[src/rtl/tw_pkg.sv]
// Package for the 8-bit timer waveform control block.
// Holds register offsets, field positions, reset values and mode encodings.
// Assumes an APB slave with 12-bit byte addresses and 32-bit data.
package tw_pkg;

  // Register byte offsets
  localparam logic [11:0] TW_ADDR_WAVE_CTRL = 12'h024;
  localparam logic [11:0] TW_ADDR_MODE_CTRL = 12'h028;
  localparam logic [11:0] TW_ADDR_CMP_A     = 12'h02c;
  localparam logic [11:0] TW_ADDR_CMP_B     = 12'h030;
  localparam logic [11:0] TW_ADDR_COUNT     = 12'h034;
  localparam logic [11:0] TW_ADDR_STATUS    = 12'h038;

  // Field positions
  localparam int TW_CHA_MODE_LSB = 6;
  localparam int TW_CHB_MODE_LSB = 4;
  localparam int TW_MODE_HIGH_POS = 3;
  localparam int TW_OVF_POS      = 0;
  localparam int TW_DIR_POS      = 1;

  // Writable bits of the waveform control register
  localparam logic [7:0] TW_WAVE_CTRL_WMASK = 8'hf3;

  // Values after reset and counter limits
  localparam logic [7:0] TW_RESET_BYTE = 8'h00;
  localparam logic [7:0] TW_MAX        = 8'hff;
  localparam logic [7:0] TW_BOTTOM     = 8'h00;

  // Waveform modes
  typedef enum logic [2:0] {
    TW_MODE_NORMAL   = 3'b000,
    TW_MODE_PC_FF    = 3'b001,
    TW_MODE_CLR_MATCH = 3'b010,
    TW_MODE_FAST_FF  = 3'b011,
    TW_MODE_RSV4     = 3'b100,
    TW_MODE_PC_CMP   = 3'b101,
    TW_MODE_RSV6     = 3'b110,
    TW_MODE_FAST_CMP = 3'b111
  } tw_mode_type;

  // Per-channel output modes
  typedef enum logic [1:0] {
    TW_OUT_OFF    = 2'b00,
    TW_OUT_TOGGLE = 2'b01,
    TW_OUT_CLEAR  = 2'b10,
    TW_OUT_SET    = 2'b11
  } tw_out_mode_type;

  // Compare-output pin bundle
  typedef struct packed {
    logic out;
    logic oe;
    logic override;
  } tw_pin_type;

endpackage

[src/rtl/tw_waveform_control.sv]
// 8-bit timer waveform generator with its control registers on APB.
// Assumes TIMER_TICK and DIR_x come from logic on CLK_SYS; pins are resolved outside.
//
// Register access over APB was left to the implementer.
`timescale 1ns/10ps
`default_nettype none

// Behaviour
// [RULE_01] Nonzero A output mode overrides port pin; the code leaves A mode 01 unconnected in PWM modes while the high bit is clear
// [RULE_02] Pin driver only when direction is output
// [RULE_03] Non-PWM A: off, toggle, clear, set on match
// [RULE_04] Fast PWM A: match action, opposite at bottom
// [RULE_05] PWM A mode 01 toggles only with high bit
// [RULE_06] Phase correct A: up/down matches act oppositely
// [RULE_07] Fast A compare at top: bottom action only
// [RULE_08] Phase correct A compare at top: act at top
// [RULE_09] Nonzero B output mode overrides port pin; the code leaves B mode 01 unconnected in fast and phase correct modes
// [RULE_10] Non-PWM B: off, toggle, clear, set on match
// [RULE_11] Fast PWM B: 01 reserved, match/bottom actions
// [RULE_12] Phase correct B: 01 reserved, up/down actions
// [RULE_13] B compare at top: match ignored, act at top
// [RULE_14] Control bits 3 and 2 read zero
// [RULE_15] Mode from low bits plus high bit
// [RULE_16] Top is max or compare A by mode
// [RULE_17] Compare update immediate, top or bottom by mode
// [RULE_18] Overflow flag at max, bottom or top
// [RULE_19] Software never selects modes 4 or 6
// [RULE_20] Fast PWM counts to top then zero
// [RULE_21] Phase correct reverses at top, holds once
// [RULE_22] Bottom means counter value zero
module tw_waveform_control (
  input  wire logic               CLK_SYS,
  input  wire logic               ARST_N,
  input  wire logic [11:0]        PADDR,
  input  wire logic               PSEL,
  input  wire logic               PENABLE,
  input  wire logic               PWRITE,
  input  wire logic [31:0]        PWDATA,
  input  wire logic [3:0]         PSTRB,
  output logic                    PREADY,
  output logic [31:0]             PRDATA,
  output logic                    PSLVERR,
  input  wire logic               TIMER_TICK,
  input  wire logic               DIR_A,
  input  wire logic               DIR_B,
  output tw_pkg::tw_pin_type      CHAN_A_PIN,
  output tw_pkg::tw_pin_type      CHAN_B_PIN,
  output logic [7:0]              COUNTER_VALUE,
  output logic                    COUNT_DOWN,
  output logic                    OVERFLOW_FLAG
);

  logic [7:0]              timer_waveform_control;
  logic                    wave_mode_high_bit;
  logic [7:0]              cmp_buf [2];
  logic [7:0]              cmp_act [2];
  logic [7:0]              counter_value;
  logic                    count_down;
  logic                    overflow_flag;
  logic                    block_match;
  logic [1:0]              oc;
  logic [1:0]              next_oc;
  logic [1:0]              match;
  logic [1:0]              connected;
  logic [1:0]              dir_in;
  tw_pkg::tw_pin_type      pin_vec [2];
  tw_pkg::tw_mode_type     wave_mode_select;
  logic                    is_fast;
  logic                    is_pc;
  logic                    top_from_a;
  logic [7:0]              top;
  logic                    at_top;
  logic                    wrap_evt;
  logic                    top_evt_pc;
  logic                    bottom_pc;
  logic                    ovf_set;
  logic                    update_evt;
  logic [7:0]              next_count;
  logic                    next_down;
  logic                    setup;
  logic                    access;
  logic                    wr;
  logic                    rd_hit;
  logic [31:0]             rd_val;
  logic                    wr_wave;
  logic                    wr_mode;
  logic                    wr_cmp_a;
  logic                    wr_cmp_b;
  logic                    wr_count;
  logic                    wr_status;

  // Three-bit mode and its derived attributes
  assign wave_mode_select = tw_pkg::tw_mode_type'({wave_mode_high_bit, timer_waveform_control[1:0]}); // [RULE_15]
  assign is_fast    = (wave_mode_select == tw_pkg::TW_MODE_FAST_FF) || (wave_mode_select == tw_pkg::TW_MODE_FAST_CMP);
  assign is_pc      = (wave_mode_select == tw_pkg::TW_MODE_PC_FF) || (wave_mode_select == tw_pkg::TW_MODE_PC_CMP);
  assign top_from_a = (wave_mode_select == tw_pkg::TW_MODE_CLR_MATCH) || (wave_mode_select == tw_pkg::TW_MODE_PC_CMP)
                   || (wave_mode_select == tw_pkg::TW_MODE_FAST_CMP);
  assign top        = top_from_a ? cmp_act[0] : tw_pkg::TW_MAX; // [RULE_16]
  assign at_top     = (counter_value == top);

  // Sequence events; bottom is a zero count
  assign wrap_evt   = TIMER_TICK && at_top && (is_fast || (wave_mode_select == tw_pkg::TW_MODE_CLR_MATCH)); // [RULE_22]
  assign top_evt_pc = TIMER_TICK && is_pc && at_top && !count_down;
  assign bottom_pc  = TIMER_TICK && is_pc && count_down && (counter_value == tw_pkg::TW_BOTTOM); // [RULE_22]

  // Overflow event per mode
  always_comb begin
    unique case (wave_mode_select)
      tw_pkg::TW_MODE_NORMAL,
      tw_pkg::TW_MODE_CLR_MATCH,
      tw_pkg::TW_MODE_FAST_FF:  ovf_set = TIMER_TICK && (counter_value == tw_pkg::TW_MAX); // [RULE_18]
      tw_pkg::TW_MODE_PC_FF,
      tw_pkg::TW_MODE_PC_CMP:   ovf_set = bottom_pc; // [RULE_18]
      tw_pkg::TW_MODE_FAST_CMP: ovf_set = TIMER_TICK && at_top; // [RULE_18]
      tw_pkg::TW_MODE_RSV4,
      tw_pkg::TW_MODE_RSV6:     ovf_set = 1'b0;
    endcase
  end

  // Compare double-buffer transfer point per mode
  always_comb begin
    unique case (wave_mode_select)
      tw_pkg::TW_MODE_PC_FF,
      tw_pkg::TW_MODE_PC_CMP:   update_evt = top_evt_pc; // [RULE_17]
      tw_pkg::TW_MODE_FAST_FF,
      tw_pkg::TW_MODE_FAST_CMP: update_evt = wrap_evt; // [RULE_17] [RULE_22]
      tw_pkg::TW_MODE_NORMAL,
      tw_pkg::TW_MODE_CLR_MATCH,
      tw_pkg::TW_MODE_RSV4,
      tw_pkg::TW_MODE_RSV6:     update_evt = 1'b1; // [RULE_17]
    endcase
  end

  // Next count and direction
  always_comb begin
    next_count = counter_value;
    next_down  = 1'b0;
    if (is_pc) begin
      next_down = count_down;
      if (!count_down) begin
        if (at_top) begin
          next_down  = 1'b1; // [RULE_21]
          next_count = (top == tw_pkg::TW_BOTTOM) ? tw_pkg::TW_BOTTOM : 8'(counter_value - 8'h01);
        end else begin
          next_count = 8'(counter_value + 8'h01);
        end
      end else if (counter_value == tw_pkg::TW_BOTTOM) begin
        next_down  = 1'b0;
        next_count = (top == tw_pkg::TW_BOTTOM) ? tw_pkg::TW_BOTTOM : 8'h01;
      end else begin
        next_count = 8'(counter_value - 8'h01);
      end
    end else if (wrap_evt) begin
      next_count = tw_pkg::TW_BOTTOM; // [RULE_20]
    end else begin
      next_count = 8'(counter_value + 8'h01);
    end
  end

  // APB phases and decode
  assign setup     = PSEL && !PENABLE;
  assign access    = PSEL && PENABLE;
  assign PREADY    = access;
  assign wr        = access && PWRITE && PSTRB[0] && !PSLVERR;
  assign wr_wave   = wr && (PADDR == tw_pkg::TW_ADDR_WAVE_CTRL);
  assign wr_mode   = wr && (PADDR == tw_pkg::TW_ADDR_MODE_CTRL);
  assign wr_cmp_a  = wr && (PADDR == tw_pkg::TW_ADDR_CMP_A);
  assign wr_cmp_b  = wr && (PADDR == tw_pkg::TW_ADDR_CMP_B);
  assign wr_count  = wr && (PADDR == tw_pkg::TW_ADDR_COUNT);
  assign wr_status = wr && (PADDR == tw_pkg::TW_ADDR_STATUS);

  // Read mux, unmapped addresses flagged
  always_comb begin
    rd_hit = 1'b1;
    rd_val = 32'h0000_0000;
    unique case (PADDR)
      tw_pkg::TW_ADDR_WAVE_CTRL: rd_val[7:0] = timer_waveform_control & tw_pkg::TW_WAVE_CTRL_WMASK; // [RULE_14]
      tw_pkg::TW_ADDR_MODE_CTRL: rd_val[tw_pkg::TW_MODE_HIGH_POS] = wave_mode_high_bit;
      tw_pkg::TW_ADDR_CMP_A:     rd_val[7:0] = cmp_buf[0];
      tw_pkg::TW_ADDR_CMP_B:     rd_val[7:0] = cmp_buf[1];
      tw_pkg::TW_ADDR_COUNT:     rd_val[7:0] = counter_value;
      tw_pkg::TW_ADDR_STATUS: begin
        rd_val[tw_pkg::TW_OVF_POS] = overflow_flag;
        rd_val[tw_pkg::TW_DIR_POS] = count_down;
      end
      default:                   rd_hit = 1'b0;
    endcase
  end

  // Read data and error captured in the setup cycle
  always_ff @(posedge CLK_SYS or negedge ARST_N) begin
    if (!ARST_N) begin
      PRDATA  <= 32'h0000_0000;
      PSLVERR <= 1'b0;
    end else if (setup) begin
      PRDATA  <= PWRITE ? 32'h0000_0000 : rd_val;
      PSLVERR <= !rd_hit;
    end
  end

  // Control registers
  always_ff @(posedge CLK_SYS or negedge ARST_N) begin
    if (!ARST_N) begin
      timer_waveform_control <= tw_pkg::TW_RESET_BYTE;
      wave_mode_high_bit     <= 1'b0;
    end else begin
      if (wr_wave) begin
        timer_waveform_control <= PWDATA[7:0] & tw_pkg::TW_WAVE_CTRL_WMASK; // [RULE_14]
      end
      if (wr_mode) begin
        wave_mode_high_bit <= PWDATA[tw_pkg::TW_MODE_HIGH_POS]; // [RULE_15]
      end
    end
  end

  // Compare buffers and active compare values
  always_ff @(posedge CLK_SYS or negedge ARST_N) begin
    if (!ARST_N) begin
      cmp_buf[0] <= tw_pkg::TW_RESET_BYTE;
      cmp_buf[1] <= tw_pkg::TW_RESET_BYTE;
      cmp_act[0] <= tw_pkg::TW_RESET_BYTE;
      cmp_act[1] <= tw_pkg::TW_RESET_BYTE;
    end else begin
      if (wr_cmp_a) begin
        cmp_buf[0] <= PWDATA[7:0];
      end
      if (wr_cmp_b) begin
        cmp_buf[1] <= PWDATA[7:0];
      end
      if (update_evt) begin
        cmp_act[0] <= cmp_buf[0]; // [RULE_17]
        cmp_act[1] <= cmp_buf[1];
      end
    end
  end

  // Counter, direction and match blocking after a counter write
  always_ff @(posedge CLK_SYS or negedge ARST_N) begin
    if (!ARST_N) begin
      counter_value <= tw_pkg::TW_RESET_BYTE;
      count_down    <= 1'b0;
      block_match   <= 1'b0;
    end else if (wr_count) begin
      counter_value <= PWDATA[7:0];
      block_match   <= 1'b1;
    end else begin
      if (TIMER_TICK) begin
        counter_value <= next_count;
        count_down    <= next_down;
        block_match   <= 1'b0;
      end
      if (!is_pc) begin
        count_down <= 1'b0;
      end
    end
  end

  // Overflow flag, write one clears, set wins
  always_ff @(posedge CLK_SYS or negedge ARST_N) begin
    if (!ARST_N) begin
      overflow_flag <= 1'b0;
    end else begin
      overflow_flag <= ovf_set || (overflow_flag && !(wr_status && PWDATA[tw_pkg::TW_OVF_POS])); // [RULE_18]
    end
  end

  assign dir_in = {DIR_B, DIR_A};

  // Per-channel compare output logic
  for (genvar i = 0; i < 2; i++) begin : g_chan
    localparam int LSB = (i == 0) ? tw_pkg::TW_CHA_MODE_LSB : tw_pkg::TW_CHB_MODE_LSB;
    tw_pkg::tw_out_mode_type com;
    logic                    cmp_is_top;
    logic                    toggle_ok;

    assign com        = tw_pkg::tw_out_mode_type'(timer_waveform_control[LSB+1:LSB]);
    assign cmp_is_top = (cmp_act[i] == top);
    assign toggle_ok  = (i == 0) && wave_mode_high_bit; // [RULE_05] [RULE_11] [RULE_12]
    assign match[i]   = TIMER_TICK && !block_match && (counter_value == cmp_act[i]);

    // Pin connection and driver enable
    assign connected[i] = (com != tw_pkg::TW_OUT_OFF)
                       && !((is_fast || is_pc) && (com == tw_pkg::TW_OUT_TOGGLE) && !toggle_ok); // [RULE_01] [RULE_09] [RULE_05]
    assign pin_vec[i].out      = oc[i];
    assign pin_vec[i].override = connected[i];
    assign pin_vec[i].oe       = connected[i] && dir_in[i]; // [RULE_02]

    // Next output level
    always_comb begin
      next_oc[i] = oc[i];
      if (!is_fast && !is_pc) begin
        if (match[i]) begin
          unique case (com)
            tw_pkg::TW_OUT_OFF:    next_oc[i] = oc[i]; // [RULE_03] [RULE_10]
            tw_pkg::TW_OUT_TOGGLE: next_oc[i] = !oc[i];
            tw_pkg::TW_OUT_CLEAR:  next_oc[i] = 1'b0;
            tw_pkg::TW_OUT_SET:    next_oc[i] = 1'b1;
          endcase
        end
      end else if (com == tw_pkg::TW_OUT_TOGGLE) begin
        if (toggle_ok && match[i]) begin
          next_oc[i] = !oc[i]; // [RULE_05]
        end
      end else if (com[1]) begin
        if (is_fast) begin
          if (wrap_evt) begin
            next_oc[i] = !com[0]; // [RULE_04] [RULE_11] [RULE_07] [RULE_13]
          end else if (match[i] && !cmp_is_top) begin
            next_oc[i] = com[0]; // [RULE_04] [RULE_11]
          end
        end else if (cmp_is_top) begin
          if (top_evt_pc) begin
            next_oc[i] = !com[0]; // [RULE_08] [RULE_13]
          end
        end else if (match[i]) begin
          next_oc[i] = count_down ? !com[0] : com[0]; // [RULE_06] [RULE_12]
        end
      end
    end

    // Output register
    always_ff @(posedge CLK_SYS or negedge ARST_N) begin
      if (!ARST_N) begin
        oc[i] <= 1'b0;
      end else begin
        oc[i] <= next_oc[i];
      end
    end
  end

  // Top-level outputs
  assign CHAN_A_PIN    = pin_vec[0];
  assign CHAN_B_PIN    = pin_vec[1];
  assign COUNTER_VALUE = counter_value;
  assign COUNT_DOWN    = count_down;
  assign OVERFLOW_FLAG = overflow_flag;

  // Driver never enabled against an input direction
  pin_dir_a: assert property (@(posedge CLK_SYS) disable iff (!ARST_N) // [RULE_02]
    (!DIR_A |-> !CHAN_A_PIN.oe) and (!DIR_B |-> !CHAN_B_PIN.oe))
    else $error("pin driver enabled while direction is input");

  // Override follows the output-mode fields outside PWM
  override_ab_a: assert property (@(posedge CLK_SYS) disable iff (!ARST_N) // [RULE_01]
    (!is_fast && !is_pc) |-> (CHAN_A_PIN.override == (timer_waveform_control[7:6] != 2'b00))
                          && (CHAN_B_PIN.override == (timer_waveform_control[5:4] != 2'b00)))
    else $error("pin override does not follow output mode");

  // Non-PWM toggle changes the level
  toggle_nonpwm_a: assert property (@(posedge CLK_SYS) disable iff (!ARST_N) // [RULE_03]
    (!is_fast && !is_pc && (timer_waveform_control[7:6] == 2'b01) && match[0])
    |=> (CHAN_A_PIN.out != $past(CHAN_A_PIN.out)))
    else $error("channel A did not toggle on match");

  // Non-inverting fast PWM sets at the wrap
  fast_bottom_a: assert property (@(posedge CLK_SYS) disable iff (!ARST_N) // [RULE_04]
    (is_fast && (timer_waveform_control[7:6] == 2'b10) && wrap_evt) |=> CHAN_A_PIN.out)
    else $error("channel A not set at bottom");

  // Reserved control bits read back zero
  reserved_read_a: assert property (@(posedge CLK_SYS) disable iff (!ARST_N) // [RULE_14]
    (setup && !PWRITE && (PADDR == tw_pkg::TW_ADDR_WAVE_CTRL)) ##1 access |-> (PRDATA[3:2] == 2'b00))
    else $error("reserved control bits read nonzero");

  // Fast PWM returns to zero after top
  fast_wrap_a: assert property (@(posedge CLK_SYS) disable iff (!ARST_N) // [RULE_20]
    (is_fast && TIMER_TICK && at_top && !wr_count) |=> (counter_value == tw_pkg::TW_BOTTOM))
    else $error("fast PWM counter did not wrap at top");

  // Phase correct turns down after one tick at top
  pc_turn_a: assert property (@(posedge CLK_SYS) disable iff (!ARST_N) // [RULE_21]
    (is_pc && TIMER_TICK && at_top && !count_down && !wr_count && (top != tw_pkg::TW_BOTTOM))
    |=> count_down && (counter_value == 8'($past(counter_value) - 8'h01)))
    else $error("phase correct counter did not reverse at top");

  // Normal mode overflow at max
  ovf_max_a: assert property (@(posedge CLK_SYS) disable iff (!ARST_N) // [RULE_18]
    ((wave_mode_select == tw_pkg::TW_MODE_NORMAL) && TIMER_TICK && (counter_value == tw_pkg::TW_MAX))
    |=> overflow_flag)
    else $error("overflow flag not set at max");

  // Phase correct B sets on down-count match when set to 10
  pc_down_b_a: assert property (@(posedge CLK_SYS) disable iff (!ARST_N) // [RULE_12]
    (is_pc && (timer_waveform_control[5:4] == 2'b10) && match[1] && count_down && (cmp_act[1] != top))
    |=> CHAN_B_PIN.out)
    else $error("channel B not set on down-count match");

endmodule

`default_nettype wire

[config.mk]
export PLATFORM = sky130hd
export DESIGN_NAME = tw_waveform_control
export DESIGN_NICKNAME = d
export VERILOG_FILES = /design/src/rtl/tw_pkg.sv /design/src/rtl/tw_waveform_control.sv
export SDC_FILE = /design/constraint.sdc
export NUM_CORES = 1
export LEC_CHECK = 0
export ABC_CLOCK_PERIOD_IN_PS = 2830
export CORE_AREA = 10 10 100 102
export DETAILED_ROUTE_END_ITERATION = 10
export DIE_AREA = 0 0 110 112
export DONT_BUFFER_PORTS = 1
export PLACE_DENSITY = 0.77
export SLEW_MARGIN = 20
export SYNTH_ARGS = -nofsm -noshare
export SYNTH_HDL_FRONTEND = slang
export SYNTH_SLANG_ARGS = --single-unit
export TNS_END_PERCENT = 5
[constraint.sdc]
create_clock -name CLK_SYS -period 2.83 [get_ports CLK_SYS]
set_clock_uncertainty 0.05 [all_clocks]
set_input_delay 0.566 -clock CLK_SYS [delete_from_list [all_inputs] [get_ports CLK_SYS]]
set_output_delay 0.566 -clock CLK_SYS [all_outputs]
set_load 0.005 [all_outputs]
======== Word level (Yosys, flattened, before mapping) ========
Index checks and enable logic that the tools add are counted.
W data, S select, Z words.
storage, ports and cells
  word-level logic and storage cells ...... 183
  bits in registers ....................... 85
  bits of input ports ..................... 56
  output and inout port bits .............. 50
operators by class
  reduce and logical (&&, ||, !) cells .... 80
  bitwise operators ....................... 1
  add/subtract/negate cells ............... 2
  mux-type cells .......................... 50
  equal/unequal tests ..................... 36
operator list
  kind                   count
  $mux W8                10
  $eq A12 B6 Y1 const B  6
  $eq A8 B8 Y1           5
  $logic_and A1 B1 Y1    35
  $mux W1                32
  $logic_not A1 Y1       17
  $logic_not A8 Y1       2
  $pmux W4 S4            1
  $reduce_and A7 Y1      2
  $eq A3 B3 Y1 const B   4
  $ne A2 B2 Y1 const B   6
  $pmux W1 S3            4
  $pmux W2 S5            1
  $add A8 B1 Y8 const B  1
  $eq A2 B2 Y1 const B   4
  $eq A8 B8 Y1 const B   1
  $pmux W1 S4            2
  $reduce_bool A2 Y1     4
  $reduce_bool A4 Y1     2
  $sub A8 B1 Y8 const B  1
  $logic_or A1 B1 Y1     7
  $eq A3 B2 Y1 const B   2
  $reduce_or A2 Y1       3
  $reduce_or A6 Y1       1
  other kinds (14)       16

======== Longest topological paths before layout ========
Gate-level depths: netlist (run 1).
  depth after elaboration ................. 13
  depth in mapped cells ................... 11
  mapped depth without buffers ............ 9

======== Worst setup path before layout (run 1) ========
OpenSTA, ideal clock, no wires.
  path kind ............................... reg-to-reg
  start ................................... reg wave_mode_high_bit (netlist: g_chan[0].toggle_ok)
  end ..................................... reg oc[1] (netlist: CHAN_B_PIN[2])
  period minus slack after synthesis ...... 2.928 ns
  buffers on the path ..................... 2
  required time ........................... 2.652 ns
  cell stages (with the launch flop) ...... 11
  arrival time ............................ 2.751 ns
  library setup time ...................... 0.128 ns
  setup slack ............................. -0.098 ns
  cells stage by stage .................... dfrtp_1 -> buf_2 -> or3b_4 -> and2_1 -> buf_6 -> or4_4 -> a31o_2 -> nor3_4 -> nor3_1 -> a311oi_1 -> mux2_1
on the way
  cells in the longest elaborated chain, start to end .. 12
  elaborated cells between the ends (all ways) .. 37
  classes of those cells .................. eq/ne (12); mux (7); reduce/logical (18)
RTL lines
  item                                          line                                                                              source
  start, declared                               tw_waveform_control.sv:54                                                         logic wave_mode_high_bit;
  start signal, assigned                        tw_waveform_control.sv:211                                                        wave_mode_high_bit <= PWDATA[tw_pkg::TW_MODE_HIGH_POS];
  $eq A3 B2 Y1 or $eq A3 B3 Y1 (tied branches)  tw_waveform_control.sv:96, tw_waveform_control.sv:102, tw_waveform_control.sv:95
  $logic_or A1 B1 Y1                            tw_waveform_control.sv:96                                                         assign top_from_a = (wave_mode_select == tw_pkg::TW_MODE_CLR_MATCH) || (wave_mode_select == tw_pkg::TW_MODE_PC ...
  $logic_or A1 B1 Y1                            tw_waveform_control.sv:97                                                         || (wave_mode_select == tw_pkg::TW_MODE_FAST_CMP);
  $mux W8                                       tw_waveform_control.sv:98                                                         assign top = top_from_a ? cmp_act[0] : tw_pkg::TW_MAX;
  $eq A8 B8 Y1                                  tw_waveform_control.sv:99                                                         assign at_top = (counter_value == top);
  $logic_and A1 B1 Y1 (2 in series)             tw_waveform_control.sv:102                                                        assign wrap_evt = TIMER_TICK && at_top && (is_fast || (wave_mode_select == tw_pkg::TW_MODE_CLR_MATCH));
  $mux W1                                       tw_waveform_control.sv:306                                                        if (wrap_evt) begin
  $mux W1                                       tw_waveform_control.sv:305                                                        if (is_fast) begin
  $mux W1                                       tw_waveform_control.sv:304                                                        end else if (com[1]) begin
  $mux W1                                       tw_waveform_control.sv:300                                                        end else if (com == tw_pkg::TW_OUT_TOGGLE) begin
  $mux W1                                       tw_waveform_control.sv:291                                                        if (!is_fast && !is_pc) begin
  end signal, assigned by index                 tw_waveform_control.sv:326                                                        oc[i] <= next_oc[i];
  end, declared                                 tw_waveform_control.sv:61                                                         logic [1:0] oc;
Parallel ways exist; a longest one is shown, timed or not. The select of a mux whose other input is x is not followed.
A chain may end at the register's enable or synchronous reset.

======== Final worst setup path (run 1) ========
  start ................................... reg timer_waveform_control[0]
  end ..................................... reg cmp_act[13] in the netlist's numbering
on the way
  cells in the longest elaborated chain, start to end .. 8
  elaborated cells between the ends (all ways) .. 24
  classes of those cells .................. eq/ne (8); mux (2); reduce/logical (14)
RTL lines
  item                                                  line                                                    source
  start, declared                                       tw_waveform_control.sv:53                               logic [7:0] timer_waveform_control;
  start signal, assigned                                tw_waveform_control.sv:204                              timer_waveform_control <= tw_pkg::TW_RESET_BYTE;
  start signal, assigned                                tw_waveform_control.sv:208                              timer_waveform_control <= PWDATA[7:0] & tw_pkg::TW_WAVE_CTRL_WMASK;
  $eq A3 B2 Y1 or $eq A3 B3 Y1 (tied branches)          n/a
  $logic_or A1 B1 Y1                                    tw_waveform_control.sv:96
  $logic_or A1 B1 Y1                                    tw_waveform_control.sv:97
  $mux W8                                               tw_waveform_control.sv:98
  $eq A8 B8 Y1                                          tw_waveform_control.sv:99
  $logic_and A1 B1 Y1 (on tied branches) (2 in series)  tw_waveform_control.sv:102, tw_waveform_control.sv:103
  $pmux W1 S3 (*)                                       tw_waveform_control.sv:122                              unique case (wave_mode_select)
  end, declared                                         tw_waveform_control.sv:56                               logic [7:0] cmp_act [2];
Mark *: on every way between the ends. The rest lies on a longest branch, timed or not.

==> qor.csv, run 1 <==
metric,value,unit
status,finished with violations,
failing checks,negative setup slack,
Final WS setup,-25.3,ps
Post-Syn Area per Cell,8.78,um^2
Placer Congestion,0.990,
Slew Limit Fails,0,
Initial Util,56.2,%
Vias/cell,6.61,
first-pass GRT wire length,22700,um
Crit Path Max Fanout,16,
Crit path required time,3020,ps
unrepaired setup endpoints after global routing,true,
Worst VDD drop,370,uV
port bufs,0,
sequential-to-total area share from yosys stat,33.8,%
hold_ws,21.4,ps
1st-iter DRT viols,488,
vias in the first global route,4204,
Synth Register Bits,61,
Startpoint Class,flop,
ant diodes,0,
Post-DP HPWL,10700,um
CTS Root Cell,clkbuf_8,
TNS Setup,-181,ps
Pre-antenna DRT Iters,5,
worst-margin pin slew,625,ps
Leak,2.16,nW
initial antenna violation count,0,
Post-synth EDFFs,0,
clock sinks,61,
Register-to-Register Path Depth,10,
dpl ws,-66.2,ps
vias,4229,
MaxCap Viol Count,0,
Detail Route Antenna Nets,0,
routed len/inst,22.9,um
GRT Total Usage,23.5,%
Crit Reg-Reg Startpoint,timer_waveform_control[0],
Hold Crit Class,in -> async,
top cell type by total area after synthesis,dfrtp_1,
Mapped Cells,515,
Slew headroom,58.4,%
post-route cell area,0.00506,mm^2
Finished Layout Cells,640,
DIE HEIGHT,112,um
Tcrit/Tclk final,101,%
flop-to-flop setup slack,-30,ps
CP startpoint,timer_waveform_control[0],
core footprint,0.00805,mm^2
DRC violations left,0,
Total Wirelength,14600,um
prevailing post-synth register cell,dfrtp_1,
Crit Path Class,reg -> reg,
fin crit period,2860,ps
largest net degree at the start of global routing,62,
CTS max path bufs,2,
share of the synthesized area in the top cell type,33.8,%
H-tree levels,3,
number of setup violations in the final report,12,
Placed Instances,622,
RR Endpoint,cmp_act[13],
post-synth design cell area,0.00452,mm^2
# IOs,106,
share of cells above drive strength 1,23.2,%
worst setup path end,cmp_act[13],
fmax,0.350,GHz
CTS buffer count,9,
"FFs w/ async S/R, synth",100,%
Synth cell types,71,
# rows,33,
Die X,110,um
Worst-path clk slew,80,ps
largest cells by area after synthesis,"dfrtp_1, mux2_2, buf_4, o21ai_0, nand2_1",
gr ovfl total,0,
CP Data Arrival Time,3040,ps
PwrDens,506,mW/mm^2
area grow syn2layout,11.8,%
TritonCTS clock tree,done,
Yosys Warn Count,0,
CP Capture Type,flop,
Die Area,0.0123,mm^2
final hold vios,0,
clk_lat worst skew,350,ps
instance area after placement,0.00471,mm^2
Nets,589,
cell families (layout without fill, tap and decap cells):
kind of cell / count (synthesis) / in the layout / synth area share [%]
other: 1 / 24 / 0.0829
flip-flops: 61 / 61 / 33.8
buffers and inverters: 75 / 72 / 8.61
multiplexers: 44 / 44 / 11.7
AO/OA/AOI/OAI: 122 / 122 / 19.0
XOR/XNOR: 23 / 23 / 4.45
AND/OR/NAND/NOR: 186 / 186 / 21.6
adder cells (fa/ha/maj): 3 / 3 / 0.830
cell type report:
class	instances	area (um^2)
clock buffers	9	124
clock inverters	7	73.8
fillers	692	3000
inverters	15	56.3
multi-input cells	402	2800
flip-flops and latches	61	1530
well taps	105	131
repair buffers	41	348
power breakdown:
group	switching [mW]	internal (mW)	total (mW)
logic	0.471	0.308	0.779
clock network	0.371	0.409	0.780
registers	0.0819	0.918	1.00
stage by stage:
step | util (%) | power [mW]
after CTS | 61.5 | 2.51
after global routing | 62.8 | 2.68
after floorplan | - | 1.49
final | 62.8 | 2.56
after global placement | 58.5 | 1.69
after detailed placement | 58.5 | 1.71
worst min path at each step:
stage	end	slack (ps)	start	cells after the start
after floorplan	CHAN_A_PIN[2]	220	ARST_N	0
after global placement	PSLVERR	220	ARST_N	0
after detailed placement	cmp_buf[6]	220	ARST_N	0
after CTS	cmp_act[7]	30	ARST_N	1
after global routing	PRDATA[3]	30	ARST_N	1
final	PRDATA[5]	20	ARST_N	1
routing by layer:
metal / wire length [um] / up-vias / GRT usage, % / part of all wire, %
li1: - / 1891 / - / -
met1: 5670 / 2032 / 28.8 / 39
met2: 6900 / 272 / 36.4 / 47
met3: 1710 / 34 / 8.25 / 12
met4: 364 / 0 / 9.55 / 2.5
met5: 0 / - / 0 / 0
registers in the layout (all words and copies together), names as in the netlist, 6 cells and up:
name and count:
COUNTER_VALUE 8, cmp_buf 16, timer_waveform_control 6, PRDATA 8, cmp_act 16
Yosys cell counts, types with 5 or more instances:
| library cell | n |
|---|---|
| xnor2_1 | 16 |
| nor2b_1 | 10 |
| dfrtp_1 | 61 |
| and2_1 | 8 |
| nor2_1 | 36 |
| xor2_1 | 7 |
| mux2_4 | 10 |
| a21oi_1 | 17 |
| nand2b_1 | 6 |
| nand2_1 | 42 |
| clkbuf_1 | 28 |
| nor4_1 | 9 |
| inv_1 | 15 |
| a222oi_1 | 5 |
| and3_1 | 8 |
| nor3_1 | 16 |
| a31oi_1 | 6 |
| nand3_1 | 17 |
| mux2_2 | 29 |
| o21ai_0 | 33 |
| buf_4 | 24 |
| nand4_1 | 15 |
critical path, cell delays in order, from the launching register on:
cell,delay (ps)
dfrtp_1,380
or3b_4,430
and2_4,180
buf_4,150
nand4bb_2,310
a31o_4,310
nor3_4,220
buf_4,170
a21oi_2,60
buf_12,170
mux2_4,310
what timing repair did:
action	4_1_cts	5_1_grt
endpoints found under the hold margin	61	0
hold buffers	1	0
gates resized for setup	4	19
endpoints found under the setup margin	1	26
setup buffers	0	1
pin swaps	0	7
layout by cell type (no fill, tap or decap), types with 9 or more instances in the layout:
master,n
dfrtp_1,61
nand2_1,41
buf_4,38
nor2_1,35
o21ai_0,32
mux2_2,29
conb_1,24
a21oi_1,17
nand3_1,16
xnor2_1,16
inv_1,15
nand4_1,15
nor3_1,15
nor2b_1,10
mux2_4,10
clkbuf_8,9
No activity file was read; power rests on OpenSTA's default activity.
==> run 2, diff against run 1 <==
ABC_CLOCK_PERIOD_IN_PS = 2700   (was 2830)
CORE_AREA = 10 10 98 100   (was 10 10 100 102)
DIE_AREA = 0 0 108 110   (was 0 0 110 112)
clock period = 2.7 ns   (was 2.83 ns; I/O delays follow)
==> qor.csv, run 2 (synthesized netlist as in run 1, its figures left out) <==
metric,value,unit
CTS Root Cell,clkbuf_8,
clk_lat worst skew,360,ps
Worst-path clk slew,80,ps
TNS Setup,-3910,ps
failing checks,negative setup slack,
Worst VDD drop,463,uV
DRC violations left,0,
port bufs,0,
Crit Path Class,reg -> reg,
Crit path required time,2890,ps
flop-to-flop setup slack,-200,ps
core footprint,0.00765,mm^2
routed len/inst,22.4,um
Startpoint Class,flop,
Placer Congestion,0.960,
Finished Core Util,67.4,%
largest net degree at the start of global routing,62,
hold_ws,1.96,ps
Final WS setup,-203,ps
Tcrit/Tclk final,108,%
CP Data Arrival Time,3100,ps
worst-margin pin slew,689,ps
critical-path cell list,or3b_4 > and2_1 > or4_4 > a31oi_4 > a41oi_1 > mux2i_1 > a221o_1 > mux2_1,
Register-to-Register Path Depth,8,
CTS buffer count,9,
kind of cell adding the most delay to the critical path,simple AND/OR/NAND/NOR gates,
# IOs,106,
initial antenna violation count,0,
Nets,602,
delay of the slowest cell on the worst path,520,ps
ant diodes,0,
# rows,32,
CTS max path bufs,2,
Leak,2.23,nW
CP Capture Type,flop,
Slew Limit Fails,0,
MaxCap Viol Count,0,
GRT Total Usage,24.1,%
largest registers,"cmp_act (16), cmp_buf (16)",
Crit-path slowest cell,or4_4,
most frequent cells in the layout,"dfrtp_1, buf_4, nand2_1",
status,finished with violations,
Total Wirelength,14500,um
Crit Reg-Reg Startpoint,g_chan[0].toggle_ok,
Vias/cell,6.63,
first-pass GRT wire length,22100,um
gr ovfl total,0,
share of cells above drive strength 1,25.0,%
Post-DP HPWL,10700,um
CP startpoint,g_chan[0].toggle_ok,
DIE HEIGHT,110,um
number of setup violations in the final report,25,
Hold Crit Class,in -> async,
vias,4309,
area grow syn2layout,14.0,%
unrepaired setup endpoints after global routing,true,
final hold vios,0,
TritonCTS clock tree,done,
Detail Route Antenna Nets,0,
Die X,108,um
fmax,0.344,GHz
"most common cell after layout, fill and taps aside",dfrtp_1,
H-tree levels,3,
Slew headroom,54.1,%
crit path buf inv count,0,
clock sinks,61,
Die Area,0.0119,mm^2
vias in the first global route,4018,
Pre-antenna DRT Iters,6,
Crit Path Max Fanout,4,
1st-iter DRT viols,608,
Initial Util,59.1,%
Filler Cell Count,610,
RR Endpoint,CHAN_A_PIN[2],
PwrDens,529,mW/mm^2
fin crit period,2900,ps
[run 2: worst max path at each step]
stage | endpoint | depth (start not counted) | slack [ps]
2_1_floorplan | CHAN_B_PIN[2] | 10 | -230
3_3_place_gp | CHAN_B_PIN[2] | 8 | -160
3_5_place_dp | CHAN_B_PIN[2] | 10 | -230
4_1_cts | CHAN_B_PIN[2] | 10 | -180
5_1_grt | CHAN_B_PIN[2] | 9 | -250
6_report | CHAN_A_PIN[2] | 8 | -200
[run 2: through the flow]
stage,total power [mW],std cells,setup WS [ps],area (um^2)
after floorplan,1.56,538,-228,4610
after global placement,1.80,633,-163,4810
after detailed placement,1.81,633,-234,4810
after CTS,2.68,650,-182,5070
after global routing,2.83,650,-254,5150
final,2.73,650,-203,5150
[run 2: per-layer routing]
metal / vias to the layer above / share of wire [%] / GRT usage (%)
li1: 1922 / - / -
met2: 287 / 45 / 36.7
met3: 47 / 12 / 7.66
met1: 2053 / 40 / 30.0
met4: 0 / 3.6 / 12.7
met5: - / 0 / 0
[run 2: area by class of cell]
type | count | area [um^2] | share of cell area [%]
Sequential cell | 61 | 1530 | 29.6
Clock buffer | 9 | 124 | 2.40
Clock inverter | 7 | 81.3 | 1.58
Tap cell | 102 | 128 | 2.48
Multi-Input combinational cell | 402 | 2800 | 54.3
Inverter | 15 | 56.3 | 1.09
Timing Repair Buffer | 54 | 442 | 8.57
[run 2: report_power, final]
part / switching, mW / leakage (nW) / total [mW] / internal [mW]
Sequential: 0.0716 / 0.823 / 1.03 / 0.962
Clock: 0.410 / 0.100 / 0.847 / 0.436
Combinational: 0.504 / 1.30 / 0.846 / 0.342
Total: 0.986 / 2.23 / 2.73 / 1.74
[run 2: timing repair]
action / in CTS / in global routing
hold endpoints to repair: 61 / 0
setup endpoints to repair: 25 / 27
hold buffers: 1 / 0
pin swaps: 0 / 3
buffers inserted: 0 / 0
gates resized for setup: 6 / 18
==> run 3, diff against run 2 <==
CORE_AREA = 10 10 107 109   (was 10 10 98 100)
DIE_AREA = 0 0 117 119   (was 0 0 108 110)
PLACE_DENSITY = 0.65   (was 0.77)
==> qor.csv, run 3 (synthesized netlist as in run 1, its figures left out) <==
metric,value,unit
ant diodes,0,
DIE HEIGHT,119,um
CTS max path bufs,2,
clk_lat worst skew,350,ps
# rows,36,
1st-iter DRT viols,478,
hold_ws,2.75,ps
FF+latch area,0.00153,mm^2
DRC violations left,0,
worst-margin pin slew,660,ps
largest registers,"cmp_act (16), cmp_buf (16)",
Detail Route Antenna Nets,0,
Slew headroom,56.0,%
Tcrit/Tclk final,107,%
Leak,2.25,nW
fmax,0.347,GHz
Worst VDD drop,270,uV
vias in the first global route,4180,
gr ovfl total,0,
routed len/inst,22.9,um
clock sinks,61,
Total Wirelength,15200,um
area grow syn2layout,15.1,%
CP Data Arrival Time,3060,ps
vias,4287,
H-tree levels,3,
TritonCTS clock tree,done,
most frequent cells in the layout,"dfrtp_1, buf_4, nand2_1",
area taken by multi-input logic gates,0.00280,mm^2
GRT Total Usage,21.6,%
PwrDens,538,mW/mm^2
initial antenna violation count,0,
Placed Instances,643,
fin crit period,2880,ps
Worst-path clk slew,80,ps
status,finished with violations,
Final WS setup,-182,ps
"most common cell after layout, fill and taps aside",dfrtp_1,
Post-DP HPWL,11200,um
Placer Congestion,0.915,
failing checks,negative setup slack,
CP Capture Type,flop,
Crit path required time,2880,ps
core footprint,0.00946,mm^2
Hold Crit Class,in -> async,
Die Area,0.0139,mm^2
instance area after placement,0.00481,mm^2
final hold vios,0,
Pre-antenna DRT Iters,5,
first-pass GRT wire length,23500,um
CTS Root Cell,clkbuf_8,
unrepaired setup endpoints after global routing,true,
# IOs,106,
number of setup violations in the final report,24,
MaxCap Viol Count,0,
Initial Util,47.8,%
Startpoint Class,flop,
post-route cell area,0.00520,mm^2
Vias/cell,6.45,
CTS buffer count,9,
port bufs,0,
Die X,117,um
Filler Cell Count,842,
share of cells above drive strength 1,25.2,%
Slew Limit Fails,0,
TNS Setup,-3250,ps
Finished Layout Cells,665,
Finished Core Util,55.0,%
largest net degree at the start of global routing,62,
Nets,605,
Crit Path Max Fanout,16,
Crit Path Class,reg -> reg,
==> run 3: cell types whose count changed in the layout (fill, tap and decap cells not counted), moves of 2 or more <==
cell	before	now
nand2_1	42	40
o21ai_0	31	33
o21ai_1	4	2
buf_4	51	55
nand2_2	0	2
==> run 3: repair_timing <==
action,4_1_cts,5_1_grt
hold buffers,1,0
hold endpoints to repair,61,0
endpoints found under the setup margin,26,26
buffers inserted,4,1
gates resized for setup,9,13
pin swaps,4,2
==> run 3: where the power goes <==
group | internal [mW] | switching [mW]
Clock | 0.530 | 0.402
Sequential | 0.963 | 0.0586
Combinational | 0.311 | 0.536
==> run 3: worst max-delay path, stage by stage, from the launching register on <==
cell,delay (ps)
dfrtp_1,390
or3b_4,420
and2_4,170
or4_4,520
a31o_4,260
nor3_4,240
buf_4,170
a21oi_2,70
buf_12,170
mux2_4,290
==> run 3: final cells by class <==
type	instances	share of cell area, %
clock inverter	6	1.83
timing repair buffer	57	8.85
inverter	15	1.08
clock buffer	10	2.45
sequential	61	29.3
multi-input combinational	402	53.7
tap	114	2.74
==> run 3: final timing paths <==
check	startpoint	endpoint	slack (ps)	depth (start not counted)
max	timer_waveform_control[0]	cmp_act[13]	-180	9
min in group CLK_SYS	TIMER_TICK	block_match	270	1
max reg2reg	timer_waveform_control[0]	cmp_act[13]	-180	9
min	ARST_N	PRDATA[6]	3	1
min reg2reg	PRDATA[4]	PRDATA[4]	490	2
max in group asynchronous	ARST_N	COUNTER_VALUE[4]	2330	1
==> run 3: per-stage QoR <==
step	setup slack [ps]	power [mW]
final	-182	2.80
after global routing	-247	2.93
after CTS	-193	2.77
after detailed placement	-222	1.81
after global placement	-209	1.80
after floorplan	-228	1.56
==> run 3: routing by layer <==
layer / up-vias / GRT usage [%] / part of all wire (%)
li1: 1919 / - / -
met1: 2080 / 28.0 / 41
met2: 264 / 33.7 / 46
met3: 24 / 6.88 / 12
met4: 0 / 6.41 / 1.7
met5: - / 0 / 0
